===== config.mk =====
export PLATFORM = sky130hd
export DESIGN_NAME = pmc_charger_irq_regs
export DESIGN_NICKNAME = d
export VERILOG_FILES = /design/src/logic/pmc_pkg.sv /design/src/logic/pmc_sync.sv /design/src/logic/pmc_charger_irq_regs.sv
export VERILOG_INCLUDE_DIRS = /design/src /design/src/logic
export SDC_FILE = /design/constraint.sdc
export NUM_CORES = 1
export LEC_CHECK = 0
export BUFFER_PORTS_ARGS = -buffer_cell sky130_fd_sc_hd__buf_2
export CAP_MARGIN = 25
export CORE_UTILIZATION = 40
export CTS_BUF_LIST = sky130_fd_sc_hd__clkbuf_4 sky130_fd_sc_hd__clkbuf_8 sky130_fd_sc_hd__clkbuf_16
export CTS_CLUSTER_SIZE = 14
export DETAILED_ROUTE_END_ITERATION = 8
export MAX_ROUTING_LAYER = met4
export PLACE_DENSITY = 0.59
export SLEW_MARGIN = 20
export SYNTH_ARGS = -nofsm -noshare
export SYNTH_HDL_FRONTEND = slang
export SYNTH_SLANG_ARGS = --single-unit
export TNS_END_PERCENT = 100

===== constraint.sdc =====
create_clock -name clock -period 1.9 [get_ports clock]
set_input_delay 0.38 -clock clock [delete_from_list [all_inputs] [get_ports clock]]
set_output_delay 0.38 -clock clock [all_outputs]
set_load 0.02 [all_outputs]

===== src/logic/pmc_regs_cfg.svh =====
// Purpose: constants for the charger setup and interrupt acknowledge register bank
// Assumes: 8-bit registers reached over the two-wire serial port
// Notes: device address, offsets, bit positions, reset values, unmapped read value and bit counts only
//
// How it works
// - Set regulator mask bit hides condition; reset FFh
// - Acknowledged charger condition no longer drives interrupt
// - Acknowledged regulator condition no longer drives interrupt
// - Interrupt releases high only when nothing pending
// - Charger acknowledge bit clears when condition leaves
// - Regulator acknowledge bit clears when condition leaves
// - Inhibit clear: valid source without undervolt lockout forces on, standby off
// - Inhibit set: source keeps standby, no auto-on
// - Charger reset bit one-then-zero restarts charging
// - Timer enable selects taper timer or comparator
// - Two-bit field scales constant current 25-100%
// - USB limit 100/500 mA, ignored if USB barred
// - USB-allowed bit zero blocks USB charging
// - Charge enable gates all; wall adapter wins
// - Charger setup at 07h, resets to 1Bh
// - Unmasked regulator flag rise pulls interrupt low
// - Unmasked charger flag drives interrupt active
`ifndef PMC_REGS_CFG_SVH
`define PMC_REGS_CFG_SVH

`define PMC_DEV_ADDR_MSBS 6'b100100
`define PMC_OFS_CHARGE_FLAGS 8'h01
`define PMC_OFS_RAIL_FLAGS 8'h02
`define PMC_OFS_CHARGE_MASK 8'h03
`define PMC_OFS_RAIL_MASK 8'h04
`define PMC_OFS_CHARGE_ACK 8'h05
`define PMC_OFS_RAIL_ACK 8'h06
`define PMC_OFS_CHARGER_SETUP 8'h07
`define PMC_RST_RAIL_MASK 8'hff
`define PMC_RST_ACK 8'h00
`define PMC_RST_CHARGER_SETUP 8'h1b
`define PMC_UNMAPPED_DATA 8'hff
`define PMC_BIT_AUTO_ON_INHIBIT 7
`define PMC_BIT_CHARGER_RESET 6
`define PMC_BIT_TIMER_ENABLE 5
`define PMC_BIT_CURRENT_MSB 4
`define PMC_BIT_CURRENT_LSB 3
`define PMC_BIT_USB_500MA 2
`define PMC_BIT_USB_ALLOWED 1
`define PMC_BIT_CHARGE_ENABLE 0
`define PMC_BITS_PER_BYTE 4'h8
`define PMC_LAST_READ_BIT 4'h7

`endif


===== src/logic/pmc_pkg.sv =====
// Purpose: types shared by the register bank
// Assumes: nothing beyond the constants header
// Notes: serial port state encoding
`default_nettype none
package pmc_pkg;
    typedef enum logic [3:0] {
        PMC_IDLE = 4'h0,
        PMC_ADDR = 4'h1,
        PMC_ADDR_ACK = 4'h2,
        PMC_PTR = 4'h3,
        PMC_PTR_ACK = 4'h4,
        PMC_WDATA = 4'h5,
        PMC_WDATA_ACK = 4'h6,
        PMC_RDATA = 4'h7,
        PMC_RDATA_ACK = 4'h8
    } pmc_state_t;
endpackage
`default_nettype wire


===== src/logic/pmc_sync.sv =====
// Purpose: two-flop synchroniser for a vector of pin levels
// Assumes: bits are independent levels
// Notes: first stage feeds only the second stage
`timescale 1ns/10ps
`default_nettype none
module pmc_sync #(
    parameter int W = 8
) (
    input wire logic clock,
    input wire logic rst_b,
    input wire logic [W-1:0] din,
    output logic [W-1:0] dout
);
    logic [W-1:0] stage1;

    always_ff @(posedge clock or negedge rst_b) begin
        if (!rst_b) begin
            stage1 <= '0;
            dout <= '0;
        end else begin
            stage1 <= din;
            dout <= stage1;
        end
    end
endmodule
`default_nettype wire


===== src/logic/pmc_charger_irq_regs.sv =====
// Purpose: regulator mask, acknowledge registers, charger setup and interrupt pin
// Assumes: host on the two-wire serial port; status flags arrive as pin levels
// Notes: open-drain data pin as in/out/enable, enable low while pulling low
`timescale 1ns/10ps
`default_nettype none
`include "pmc_regs_cfg.svh"
module pmc_charger_irq_regs
    import pmc_pkg::*;
(
    input wire logic clock,
    input wire logic rst_b,
    input wire logic scl,
    input wire logic sda_in,
    output logic sda_out,
    output logic sda_oe_b,
    input wire logic addr_lsb,
    input wire logic [7:0] charge_state_flags,
    input wire logic [7:0] rail_state_flags,
    input wire logic [7:0] charge_event_mask,
    input wire logic usb_source_valid,
    input wire logic ac_source_valid,
    input wire logic undervolt_lockout,
    input wire logic taper_comparator,
    input wire logic taper_timer_done,
    output logic irq_b,
    output logic force_on,
    output logic standby_allowed,
    output logic charger_restart,
    output logic fast_timer_enable,
    output logic taper_flag,
    output logic [1:0] charge_current_code,
    output logic usb_limit_500ma,
    output logic usb_charge_on,
    output logic ac_charge_on
);
    logic [23:0] pins_s;
    logic scl_s, sda_s, addr_lsb_s, usb_ok, ac_ok, lockout, taper_cmp, taper_tmr;
    logic [7:0] chg_flags, rail_flags;

    logic scl_inv_s, sda_inv_s;

    // Bus lines cross inverted so the cleared synchroniser reads as an idle high bus
    pmc_sync #(.W(24)) u_sync (
        .clock(clock),
        .rst_b(rst_b),
        .din({~scl, ~sda_in, addr_lsb, usb_source_valid, ac_source_valid,
              undervolt_lockout, taper_comparator, taper_timer_done,
              charge_state_flags, rail_state_flags}),
        .dout(pins_s)
    );

    assign {scl_inv_s, sda_inv_s, addr_lsb_s, usb_ok, ac_ok, lockout, taper_cmp, taper_tmr,
            chg_flags, rail_flags} = pins_s;
    // Avoids a false clock and data edge right after reset
    assign scl_s = ~scl_inv_s;
    assign sda_s = ~sda_inv_s;

    // Serial port: edge and bus condition detection
    logic scl_d, sda_d;

    always_ff @(posedge clock or negedge rst_b) begin
        if (!rst_b) begin
            scl_d <= 1'b1;
            sda_d <= 1'b1;
        end else begin
            scl_d <= scl_s;
            sda_d <= sda_s;
        end
    end

    logic scl_rise, scl_fall, bus_start, bus_stop;
    assign scl_rise = scl_s & ~scl_d;
    assign scl_fall = ~scl_s & scl_d;
    assign bus_start = scl_s & scl_d & sda_d & ~sda_s;
    assign bus_stop = scl_s & scl_d & ~sda_d & sda_s;

    // Register state
    logic [7:0] rail_mask, chg_ack, rail_ack, setup;
    logic [7:0] next_rail_mask, next_chg_ack, next_rail_ack, next_setup;

    function automatic logic [7:0] read_mux(input logic [7:0] ofs, input logic [7:0] cf,
                                            input logic [7:0] rf, input logic [7:0] cm,
                                            input logic [7:0] rm, input logic [7:0] ca,
                                            input logic [7:0] ra, input logic [7:0] st);
        logic [7:0] val;
        val = `PMC_UNMAPPED_DATA;
        if (ofs == `PMC_OFS_CHARGE_FLAGS) begin
            val = cf;
        end else if (ofs == `PMC_OFS_RAIL_FLAGS) begin
            val = rf;
        end else if (ofs == `PMC_OFS_CHARGE_MASK) begin
            val = cm;
        end else if (ofs == `PMC_OFS_RAIL_MASK) begin
            val = rm;
        end else if (ofs == `PMC_OFS_CHARGE_ACK) begin
            val = ca;
        end else if (ofs == `PMC_OFS_RAIL_ACK) begin
            val = ra;
        end else if (ofs == `PMC_OFS_CHARGER_SETUP) begin
            val = st;
        end
        return val;
    endfunction

    // Ack bits load on a status read and drop with their flag
    function automatic logic [7:0] ack_next(input logic [7:0] ack, input logic [7:0] flags,
                                            input logic load);
        logic [7:0] held;
        held = ack | (load ? flags : 8'h00);
        return held & flags;
    endfunction

    // Conditions still allowed to reach the interrupt pin
    function automatic logic [7:0] pending(input logic [7:0] flags, input logic [7:0] mask,
                                           input logic [7:0] ack);
        return flags & ~mask & ~ack;
    endfunction

    // Serial port state machine
    pmc_state_t state, next_state;
    logic [3:0] cnt, next_cnt;
    logic [7:0] shift, next_shift, ptr, next_ptr;
    logic rw, next_rw, next_sda_oe_b;
    logic wr_stb, rd_stb;
    logic [7:0] rd_data;

    assign rd_data = read_mux(ptr, chg_flags, rail_flags, charge_event_mask,
                              rail_mask, chg_ack, rail_ack, setup);

    always_comb begin
        next_state = state;
        next_cnt = cnt;
        next_shift = shift;
        next_ptr = ptr;
        next_rw = rw;
        next_sda_oe_b = sda_oe_b;
        wr_stb = 1'b0;
        rd_stb = 1'b0;
        if (bus_start) begin
            next_state = PMC_ADDR;
            next_cnt = 4'h0;
            next_sda_oe_b = 1'b1;
        end else if (bus_stop) begin
            next_state = PMC_IDLE;
            next_sda_oe_b = 1'b1;
        end else begin
            case (state)
                PMC_ADDR, PMC_PTR, PMC_WDATA: begin
                    if (scl_rise) begin
                        next_shift = {shift[6:0], sda_s};
                        next_cnt = cnt + 4'h1;
                    end else if (scl_fall && cnt == `PMC_BITS_PER_BYTE) begin
                        next_cnt = 4'h0;
                        if (state == PMC_ADDR) begin
                            if (shift[7:1] == {`PMC_DEV_ADDR_MSBS, addr_lsb_s}) begin
                                next_rw = shift[0];
                                next_sda_oe_b = 1'b0;
                                next_state = PMC_ADDR_ACK;
                            end else begin
                                next_state = PMC_IDLE;
                            end
                        end else if (state == PMC_PTR) begin
                            next_ptr = shift;
                            next_sda_oe_b = 1'b0;
                            next_state = PMC_PTR_ACK;
                        end else begin
                            wr_stb = 1'b1;
                            next_sda_oe_b = 1'b0;
                            next_state = PMC_WDATA_ACK;
                        end
                    end
                end
                PMC_ADDR_ACK, PMC_RDATA_ACK: begin
                    if (state == PMC_RDATA_ACK && scl_rise && sda_s) begin
                        next_state = PMC_IDLE;
                    end else if (scl_fall && (state == PMC_RDATA_ACK || rw)) begin
                        // First byte loads as the ack clock falls
                        rd_stb = 1'b1;
                        next_shift = rd_data;
                        next_sda_oe_b = rd_data[7];
                        next_ptr = ptr + 8'h01;
                        next_cnt = 4'h0;
                        next_state = PMC_RDATA;
                    end else if (scl_fall) begin
                        next_sda_oe_b = 1'b1;
                        next_state = PMC_PTR;
                    end
                end
                PMC_PTR_ACK, PMC_WDATA_ACK: begin
                    if (scl_fall) begin
                        next_sda_oe_b = 1'b1;
                        if (state == PMC_WDATA_ACK) begin
                            next_ptr = ptr + 8'h01;
                        end
                        next_state = PMC_WDATA;
                    end
                end
                PMC_RDATA: begin
                    if (scl_fall) begin
                        if (cnt == `PMC_LAST_READ_BIT) begin
                            // Let go of the line for the master's answer
                            next_sda_oe_b = 1'b1;
                            next_state = PMC_RDATA_ACK;
                        end else begin
                            next_shift = {shift[6:0], 1'b0};
                            next_sda_oe_b = shift[6];
                            next_cnt = cnt + 4'h1;
                        end
                    end
                end
                default: begin
                    next_sda_oe_b = 1'b1;
                end
            endcase
        end
    end

    always_ff @(posedge clock or negedge rst_b) begin
        if (!rst_b) begin
            state <= PMC_IDLE;
            cnt <= 4'h0;
            shift <= 8'h00;
            ptr <= 8'h00;
            rw <= 1'b0;
            sda_oe_b <= 1'b1;
            sda_out <= 1'b0;
        end else begin
            state <= next_state;
            cnt <= next_cnt;
            shift <= next_shift;
            ptr <= next_ptr;
            rw <= next_rw;
            sda_oe_b <= next_sda_oe_b;
            sda_out <= 1'b0;
        end
    end

    // Register updates and derived charger controls
    logic next_irq_b, next_force_on, next_restart, next_taper_flag;
    logic next_usb_500, next_usb_on, next_ac_on, src_present;

    always_comb begin
        next_rail_mask = rail_mask;
        next_setup = setup;
        next_restart = 1'b0;
        if (wr_stb && ptr == `PMC_OFS_RAIL_MASK) begin
            next_rail_mask = shift;
        end
        if (wr_stb && ptr == `PMC_OFS_CHARGER_SETUP) begin
            next_setup = shift;
            // Restart fires when the reset bit is taken back to zero
            next_restart = setup[`PMC_BIT_CHARGER_RESET] &
                           ~shift[`PMC_BIT_CHARGER_RESET];
        end
        // Writes to acknowledge registers are ignored
        next_chg_ack = ack_next(chg_ack, chg_flags,
                                rd_stb && ptr == `PMC_OFS_CHARGE_FLAGS);
        next_rail_ack = ack_next(rail_ack, rail_flags,
                                 rd_stb && ptr == `PMC_OFS_RAIL_FLAGS);
        next_irq_b = ~(|pending(chg_flags, charge_event_mask, chg_ack) |
                       |pending(rail_flags, rail_mask, rail_ack));
        src_present = usb_ok | ac_ok;
        next_force_on = ~setup[`PMC_BIT_AUTO_ON_INHIBIT] & src_present & ~lockout;
        next_taper_flag = setup[`PMC_BIT_TIMER_ENABLE] ? taper_tmr : taper_cmp;
        next_usb_500 = setup[`PMC_BIT_USB_500MA] & setup[`PMC_BIT_USB_ALLOWED];
        next_ac_on = setup[`PMC_BIT_CHARGE_ENABLE] & ac_ok;
        next_usb_on = setup[`PMC_BIT_CHARGE_ENABLE] & setup[`PMC_BIT_USB_ALLOWED] &
                      usb_ok & ~ac_ok;
    end

    always_ff @(posedge clock or negedge rst_b) begin
        if (!rst_b) begin
            rail_mask <= `PMC_RST_RAIL_MASK;
            chg_ack <= `PMC_RST_ACK;
            rail_ack <= `PMC_RST_ACK;
            setup <= `PMC_RST_CHARGER_SETUP;
            irq_b <= 1'b1;
            force_on <= 1'b0;
            standby_allowed <= 1'b1;
            charger_restart <= 1'b0;
            fast_timer_enable <= 1'b0;
            taper_flag <= 1'b0;
            charge_current_code <= 2'h3;
            usb_limit_500ma <= 1'b0;
            usb_charge_on <= 1'b0;
            ac_charge_on <= 1'b0;
        end else begin
            rail_mask <= next_rail_mask;
            chg_ack <= next_chg_ack;
            rail_ack <= next_rail_ack;
            setup <= next_setup;
            irq_b <= next_irq_b;
            force_on <= next_force_on;
            standby_allowed <= ~next_force_on;
            charger_restart <= next_restart;
            fast_timer_enable <= setup[`PMC_BIT_TIMER_ENABLE];
            taper_flag <= next_taper_flag;
            charge_current_code <= {setup[`PMC_BIT_CURRENT_MSB],
                                    setup[`PMC_BIT_CURRENT_LSB]};
            usb_limit_500ma <= next_usb_500;
            usb_charge_on <= next_usb_on;
            ac_charge_on <= next_ac_on;
        end
    end
endmodule
`default_nettype wire


======== Word-level counts from Yosys, hierarchy flattened ========
Index checks and enable logic that the tools add are counted.
Widths: inputs -> output; s select.
word-level totals
  word-level logic and storage cells ...... 210
  bits of input ports ..................... 34
  register bits ........................... 119
  output and inout port bits .............. 13
cells by class
  reductions and logical operators ........ 24
  eq/ne operators ......................... 43
  bitwise logic cells ..................... 44
  add/sub/neg operators ................... 2
  mux-type cells .......................... 73
operators by type and width
  operator             count
  $mux 8               22
  $mux 4               19
  $and 8x8->8          6
  $pmux 8 s3           2
  $eq 8x3->1 const B   4
  $not 8->8            4
  $ne 4x4->1 const B   7
  $mux 1               25
  $ne 2x2->1 const B   12
  $reduce_and 7->1     3
  $eq 4x3->1 const B   5
  $eq 8x2->1 const B   2
  $or 8x8->8           2
  $pmux 4 s4           1
  $reduce_or 8->1      2
  $and 1x1->1          15
  $not 1->1            15
  $ne 3x3->1 const B   4
  $pmux 4 s3           1
  $reduce_and 11->1    1
  $add 8x1->8 const B  1
  $eq 4x2->1 const B   2
  $eq 4x4->1 const B   2
  $eq 8x1->1 const B   1
  other kinds (17)     28

======== Logic depth before layout (Yosys ltp) ========
  word-level depth ........................ 13
  mapped depth ............................ 8
  depth with buffers taken out ............ 7

======== By module ========
A second synthesis with hierarchy kept.
second synthesis, totals
  cell total of the unflattened synthesis .. 519
  area total of the unflattened synthesis .. 5457.7 um^2
modules (own cells, without submodules)
  module                seq. area each (um^2)  cells each  instances  area an instance (um^2)
  pmc_charger_irq_regs  1800.5                 471         1          4256.6
  pmc_sync              1201.2                 48          1          1201.2

======== Least setup slack after synthesis ========
OpenSTA, ideal clock, no wires.
  path kind ............................... flip-flop to flip-flop
  start ................................... register ptr[0]
  end ..................................... register shift[2]
  data required time ...................... 1780 ps
  path buffers ............................ 1
  clock period less this slack ............ 2003 ps
  library setup time ...................... 120 ps
  path slack .............................. -103 ps
  cell stages (with the launch flop) ...... 9
  arrival time ............................ 1883 ps
  cell sequence ........................... dfrtp_1 > inv_1 > ha_1 > nand2b_1 > clkbuf_1 > o221a_2 > a221oi_1 > nand2_1 > a31o_2
on the way
  cells in the longest elaborated chain, start to end .. 11
  elaborated cells between the ends (all ways) .. 17
  classes of those cells .................. eq/ne (7); mux (10)
RTL lines
  item                         RTL line                     text
  start, declared              pmc_charger_irq_regs.sv:122  logic [7:0] shift, next_shift, ptr, next_ptr;
  start signal, assigned       pmc_charger_irq_regs.sv:231  ptr <= next_ptr;
  $eq 8x3->1 (no source line)  -
  $mux 8                       pmc_charger_irq_regs.sv:99   end else if (ofs == `PMC_OFS_CHARGER_SETUP) begin
  $mux 8                       pmc_charger_irq_regs.sv:97   end else if (ofs == `PMC_OFS_RAIL_ACK) begin
  $mux 8                       pmc_charger_irq_regs.sv:95   end else if (ofs == `PMC_OFS_CHARGE_ACK) begin
  $mux 8                       pmc_charger_irq_regs.sv:93   end else if (ofs == `PMC_OFS_RAIL_MASK) begin
  $mux 8                       pmc_charger_irq_regs.sv:91   end else if (ofs == `PMC_OFS_CHARGE_MASK) begin
  $mux 8                       pmc_charger_irq_regs.sv:89   end else if (ofs == `PMC_OFS_RAIL_FLAGS) begin
  $mux 8 *                     pmc_charger_irq_regs.sv:87   if (ofs == `PMC_OFS_CHARGE_FLAGS) begin
  $mux 8 *                     pmc_charger_irq_regs.sv:176  end else if (scl_fall && (state == PMC_RDATA_ACK || rw)) begin
  $mux 8 *                     pmc_charger_irq_regs.sv:174  if (state == PMC_RDATA_ACK && scl_rise && sda_s) begin
  $pmux 8 s3 *                 pmc_charger_irq_regs.sv:147  case (state)
  end signal, assigned         pmc_charger_irq_regs.sv:230  shift <= next_shift;
  end, declared                pmc_charger_irq_regs.sv:122
Mark *: on every way between the ends. The rest lies on a longest branch, timed or not. The select of a mux whose other input is x is not followed.
A chain may end at the register's enable or synchronous reset.

======== Worst setup path in the final report ========
  start ................................... register state[2]
  end ..................................... register state[0]
on the way
  cells in the longest elaborated chain, start to end .. 8
  elaborated cells between the ends (all ways) .. 31
  classes of those cells .................. eq/ne (14); mux (8); reduce/logical (9)
RTL lines
  item                    RTL line                                                                               text
  start, declared         pmc_charger_irq_regs.sv:120                                                            pmc_state_t state, next_state;
  start signal, assigned  pmc_charger_irq_regs.sv:228                                                            state <= next_state;
  $eq 4x4->1              pmc_charger_irq_regs.sv:147, pmc_charger_irq_regs.sv:174, pmc_charger_irq_regs.sv:176
  $logic_or 1x1->1        pmc_charger_irq_regs.sv:176
  $logic_and 1x1->1       pmc_charger_irq_regs.sv:176
  $mux 4                  pmc_charger_irq_regs.sv:176
  $mux 4                  pmc_charger_irq_regs.sv:174
  $pmux 4 s4              pmc_charger_irq_regs.sv:147
  $mux 4                  pmc_charger_irq_regs.sv:143                                                            end else if (bus_stop) begin
  $mux 4                  pmc_charger_irq_regs.sv:139                                                            if (bus_start) begin
Parallel ways exist; a longest one is shown, timed or not. The select of a mux whose other input is x is not followed.

==> metrics.md <==
| Metric | Value |
|---|---|
| Largest delay contributor family on the critical path | `flip-flops` |
| DPL Wire Length | `11000 um` |
| Final hold vios | `0` |
| Tightest Pin Transition | `0.609 ns` |
| Worst flop-to-flop path endpoint | `state[0]` |
| Post-Syn Area | `5440 um2` |
| Clk Latency, worst-skew pair | `0.42 ns` |
| Inst Count DP | `773` |
| Lkg Pwr | `3.52 nW` |
| DR pass1 iterations | `5` |
| CORE AREA | `13200 um2` |
| VDD IR-drop max | `0.913 mV` |
| Starting Density | `41.1%` |
| Tcrit/Tclk final | `106%` |
| Hold Slack | `0.0655 ns` |
| CP Capture Type | `register` |
| Worst path slowest cell | `dfrtp_2` |
| Cells on worst reg2reg path | `7` |
| Post-route ant nets | `0` |
| First-pass GRT wire length | `24500 um` |
| Crit-path cells | `clkbuf_2 -> buf_4 -> nor3_2 -> or3_4 -> a31oi_4 -> a21oi_4 -> mux2_2` |
| Share of layout cells above drive strength 1 | `49.3%` |
| Register area share after synthesis | `55.2%` |
| Failing checks | `negative setup slack` |
| Reg2Reg Setup Slack | `-0.11 ns` |
| Max-Cap Viols | `0` |
| DR WL/cell | `18.6 um` |
| Grt ovf | `0` |
| Post-synth EDFFs | `0` |
| Tot GR Track Use | `23.7%` |
| Port Buffers | `45` |
| Setup-failing EPs final | `23` |
| Met3 WL post-DR | `588 um` |
| Routed via count | `4474` |
| Nets | `678` |
| CP endpoint | `state[0]` |
| Status | `finished with violations` |
| Max incr delay on CP | `0.46 ns` |
| Clock sinks | `119` |
| Crit path required time | `2.20 ns` |
| TritonCTS clock tree | `yes` |
| GPL Wtd Cong | `0.964` |
| DRC errors left | `0` |
| Buf/Inv on CP | `2` |
| HP Start | `charge_state_flags[2]` |
| Largest net degree at the start of global routing | `71` |
| Top Layer Used | `met4` |
| 1st-iter DRT viols | `348` |
| Critical Path Start | `state[2]` |
| Final wirelength | `15400 um` |
| I/O pin cnt | `47` |
| Syn Inst Count | `474` |
| Vias in the first global route | `4578` |
| Syn Area/Cell | `11.5 um2` |
| Arrival time at the worst endpoint | `2.31 ns` |
| Die W | `119 um` |
| Synthesis-to-finish area growth | `43.9%` |
| Drt via density | `5.41` |
| Crit path depth | `7` |
| Clock transition at the registers of the reported paths | `0.06 ns` |
| CTS Root Buffer Type | `clkbuf_16` |
| Die H | `119 um` |
| R2r startpoint | `state[2]` |
| Cts bufs inserted | `17` |
| Wl on met1 | `6880 um` |
| PwrDens | `1620 nW/um2` |
| Final Skew | `0.00815 ns` |
| Netlist cell types | `79` |
| Finished Layout Cells | `827` |
| H-tree levels | `4` |
| Row cnt | `42` |
| #FFs+latches synth | `119` |
| Pins Over Slew Limit | `0` |
| Clock Tree Buf Depth | `2` |
| Slew HR | `58.9%` |
| # fillers | `1085` |
| Initial antenna violation count | `0` |
| Commonest cells after routing, fill and taps aside | `dfrtp_1, buf_4, buf_2` |
| Maximum clock frequency | `0.497 GHz` |
| Minimum clock period | `2.01 ns` |
| Die Area | `14100 um2` |
| Critical path class | `register to register` |
| Antenna diode count | `0` |
| RSZ-0062 raised after global routing | `true` |
| Met2 WL | `7650 um` |
| Syn_nets | `514` |
| Top_reg_cell synth | `dfrtp_1` |
| Max FO, Critical Path | `8` |
| Ys Warns | `0` |
| HP Class | `input port to register` |
| Asr flop ratio synth | `100%` |
| Worst setup SP type | `register` |
| Final setup margin | `-0.114 ns` |
[cells in the mapped netlist (3+ instances only)]
cell type | n | area share (%)
a211o_1 | 3 | 0.48
a211oi_1 | 8 | 1.1
a21o_1 | 3 | 0.41
a21oi_1 | 17 | 1.6
a221oi_1 | 7 | 1.1
a22o_1 | 3 | 0.48
a22oi_1 | 3 | 0.41
a31oi_1 | 11 | 1.3
and2_1 | 9 | 1.0
and3_1 | 6 | 0.69
and4b_1 | 5 | 0.92
buf_2 | 12 | 1.1
clkbuf_1 | 7 | 0.48
dfrtp_1 | 100 | 46
dfstp_2 | 19 | 9.2
ha_1 | 6 | 1.4
inv_1 | 18 | 1.2
mux2_2 | 21 | 4.3
nand2_1 | 30 | 2.1
nand2b_1 | 7 | 0.80
nand3_1 | 13 | 1.2
nand4b_1 | 3 | 0.48
nor2_1 | 25 | 1.7
nor2_2 | 3 | 0.34
nor2b_1 | 8 | 0.92
nor3_1 | 7 | 0.64
nor4_1 | 3 | 0.34
o21a_1 | 18 | 2.5
o21ai_0 | 16 | 1.5
o221a_2 | 5 | 1.0
o22a_1 | 4 | 0.64
o22ai_1 | 9 | 1.0
o31ai_2 | 3 | 0.69
or3b_1 | 3 | 0.48
[kinds of logic after synthesis]
family	after synthesis	synth area share [%]
AOI/OAI and AO/OA	136	19.0
xor gates and xnor gates	3	0.483
adders and majority gates	6	1.38
buffers and inverters	39	3.10
DFF	119	55.2
muxes	23	4.71
other	1	0.0689
and+or+nand+nor	147	16.1
[layout make-up]
type	count	area, um2	area share [%]
Timing Repair Buffer	166	1260	16.0
Tap cell	176	220	2.81
Multi-Input combinational cell	316	2660	34.0
Clock inverter	13	169	2.16
Clock buffer	19	453	5.78
Sequential cell	119	3010	38.4
Inverter	18	67.6	0.863
[flip-flops by register name (all words and copies together), names as in the netlist, 2 cells and up]
signal               flops
state                    4
shift                    8
rail_mask                8
u_sync.dout             24
chg_ack                  8
setup                    8
charge_current_code      2
ptr                      8
u_sync.stage1           24
cnt                      4
rail_ack                 8
[power by group]
group / total, mW / internal (mW) / switching [mW]
Combinational: 6.11 / 3.05 / 3.05
Clock: 3.33 / 2.14 / 1.18
Sequential: 3.22 / 2.87 / 0.353
Total: 12.7 / 8.07 / 4.59
[per-stage QoR]
| stage | worst slack (ns) | utilization [%] | TNS [ns] | power [mW] | area, um2 |
|---|---|---|---|---|---|
| floorplan | -0.00720 | - | -0.00720 | 5.94 | 5490 |
| global placement | -0.152 | 50.0 | -4.35 | 8.04 | 6620 |
| detailed placement | -0.197 | 50.0 | -6.66 | 8.13 | 6620 |
| CTS | -0.0529 | 56.8 | -0.567 | 12.0 | 7530 |
| global route | -0.159 | 59.1 | -4.20 | 13.3 | 7830 |
| finish | -0.114 | 59.1 | -0.833 | 12.7 | 7830 |
[worst min-delay path by stage]
stage	depth (start not counted)	end	slack, ns
after floorplan	0	ac_charge_on	0.08
after global placement	1	state[0]	0.30
after detailed placement	1	state[0]	0.30
after CTS	1	u_sync.stage1[13]	0.04
after global routing	1	u_sync.stage1[0]	0.05
final	1	u_sync.stage1[10]	0.07
[repair_timing]
| item | in CTS | in global routing |
|---|---|---|
| endpoints found under the setup margin | 58 | 52 |
| hold buffers | 1 | 0 |
| setup buffers | 12 | 11 |
| endpoints found under the hold margin | 15 | 0 |
| cloned | 0 | 1 |
| pin swaps | 16 | 32 |
| gates resized for setup | 53 | 51 |
[layer usage]
layer  up-vias  global-route usage [%]
li1       2097                       -
met1      2224                    30.1
met2       122                    37.7
met3        31                    4.25
met4         0                    9.26
met5         -                       -
Note: power is estimated with default switching activity, not from simulation.
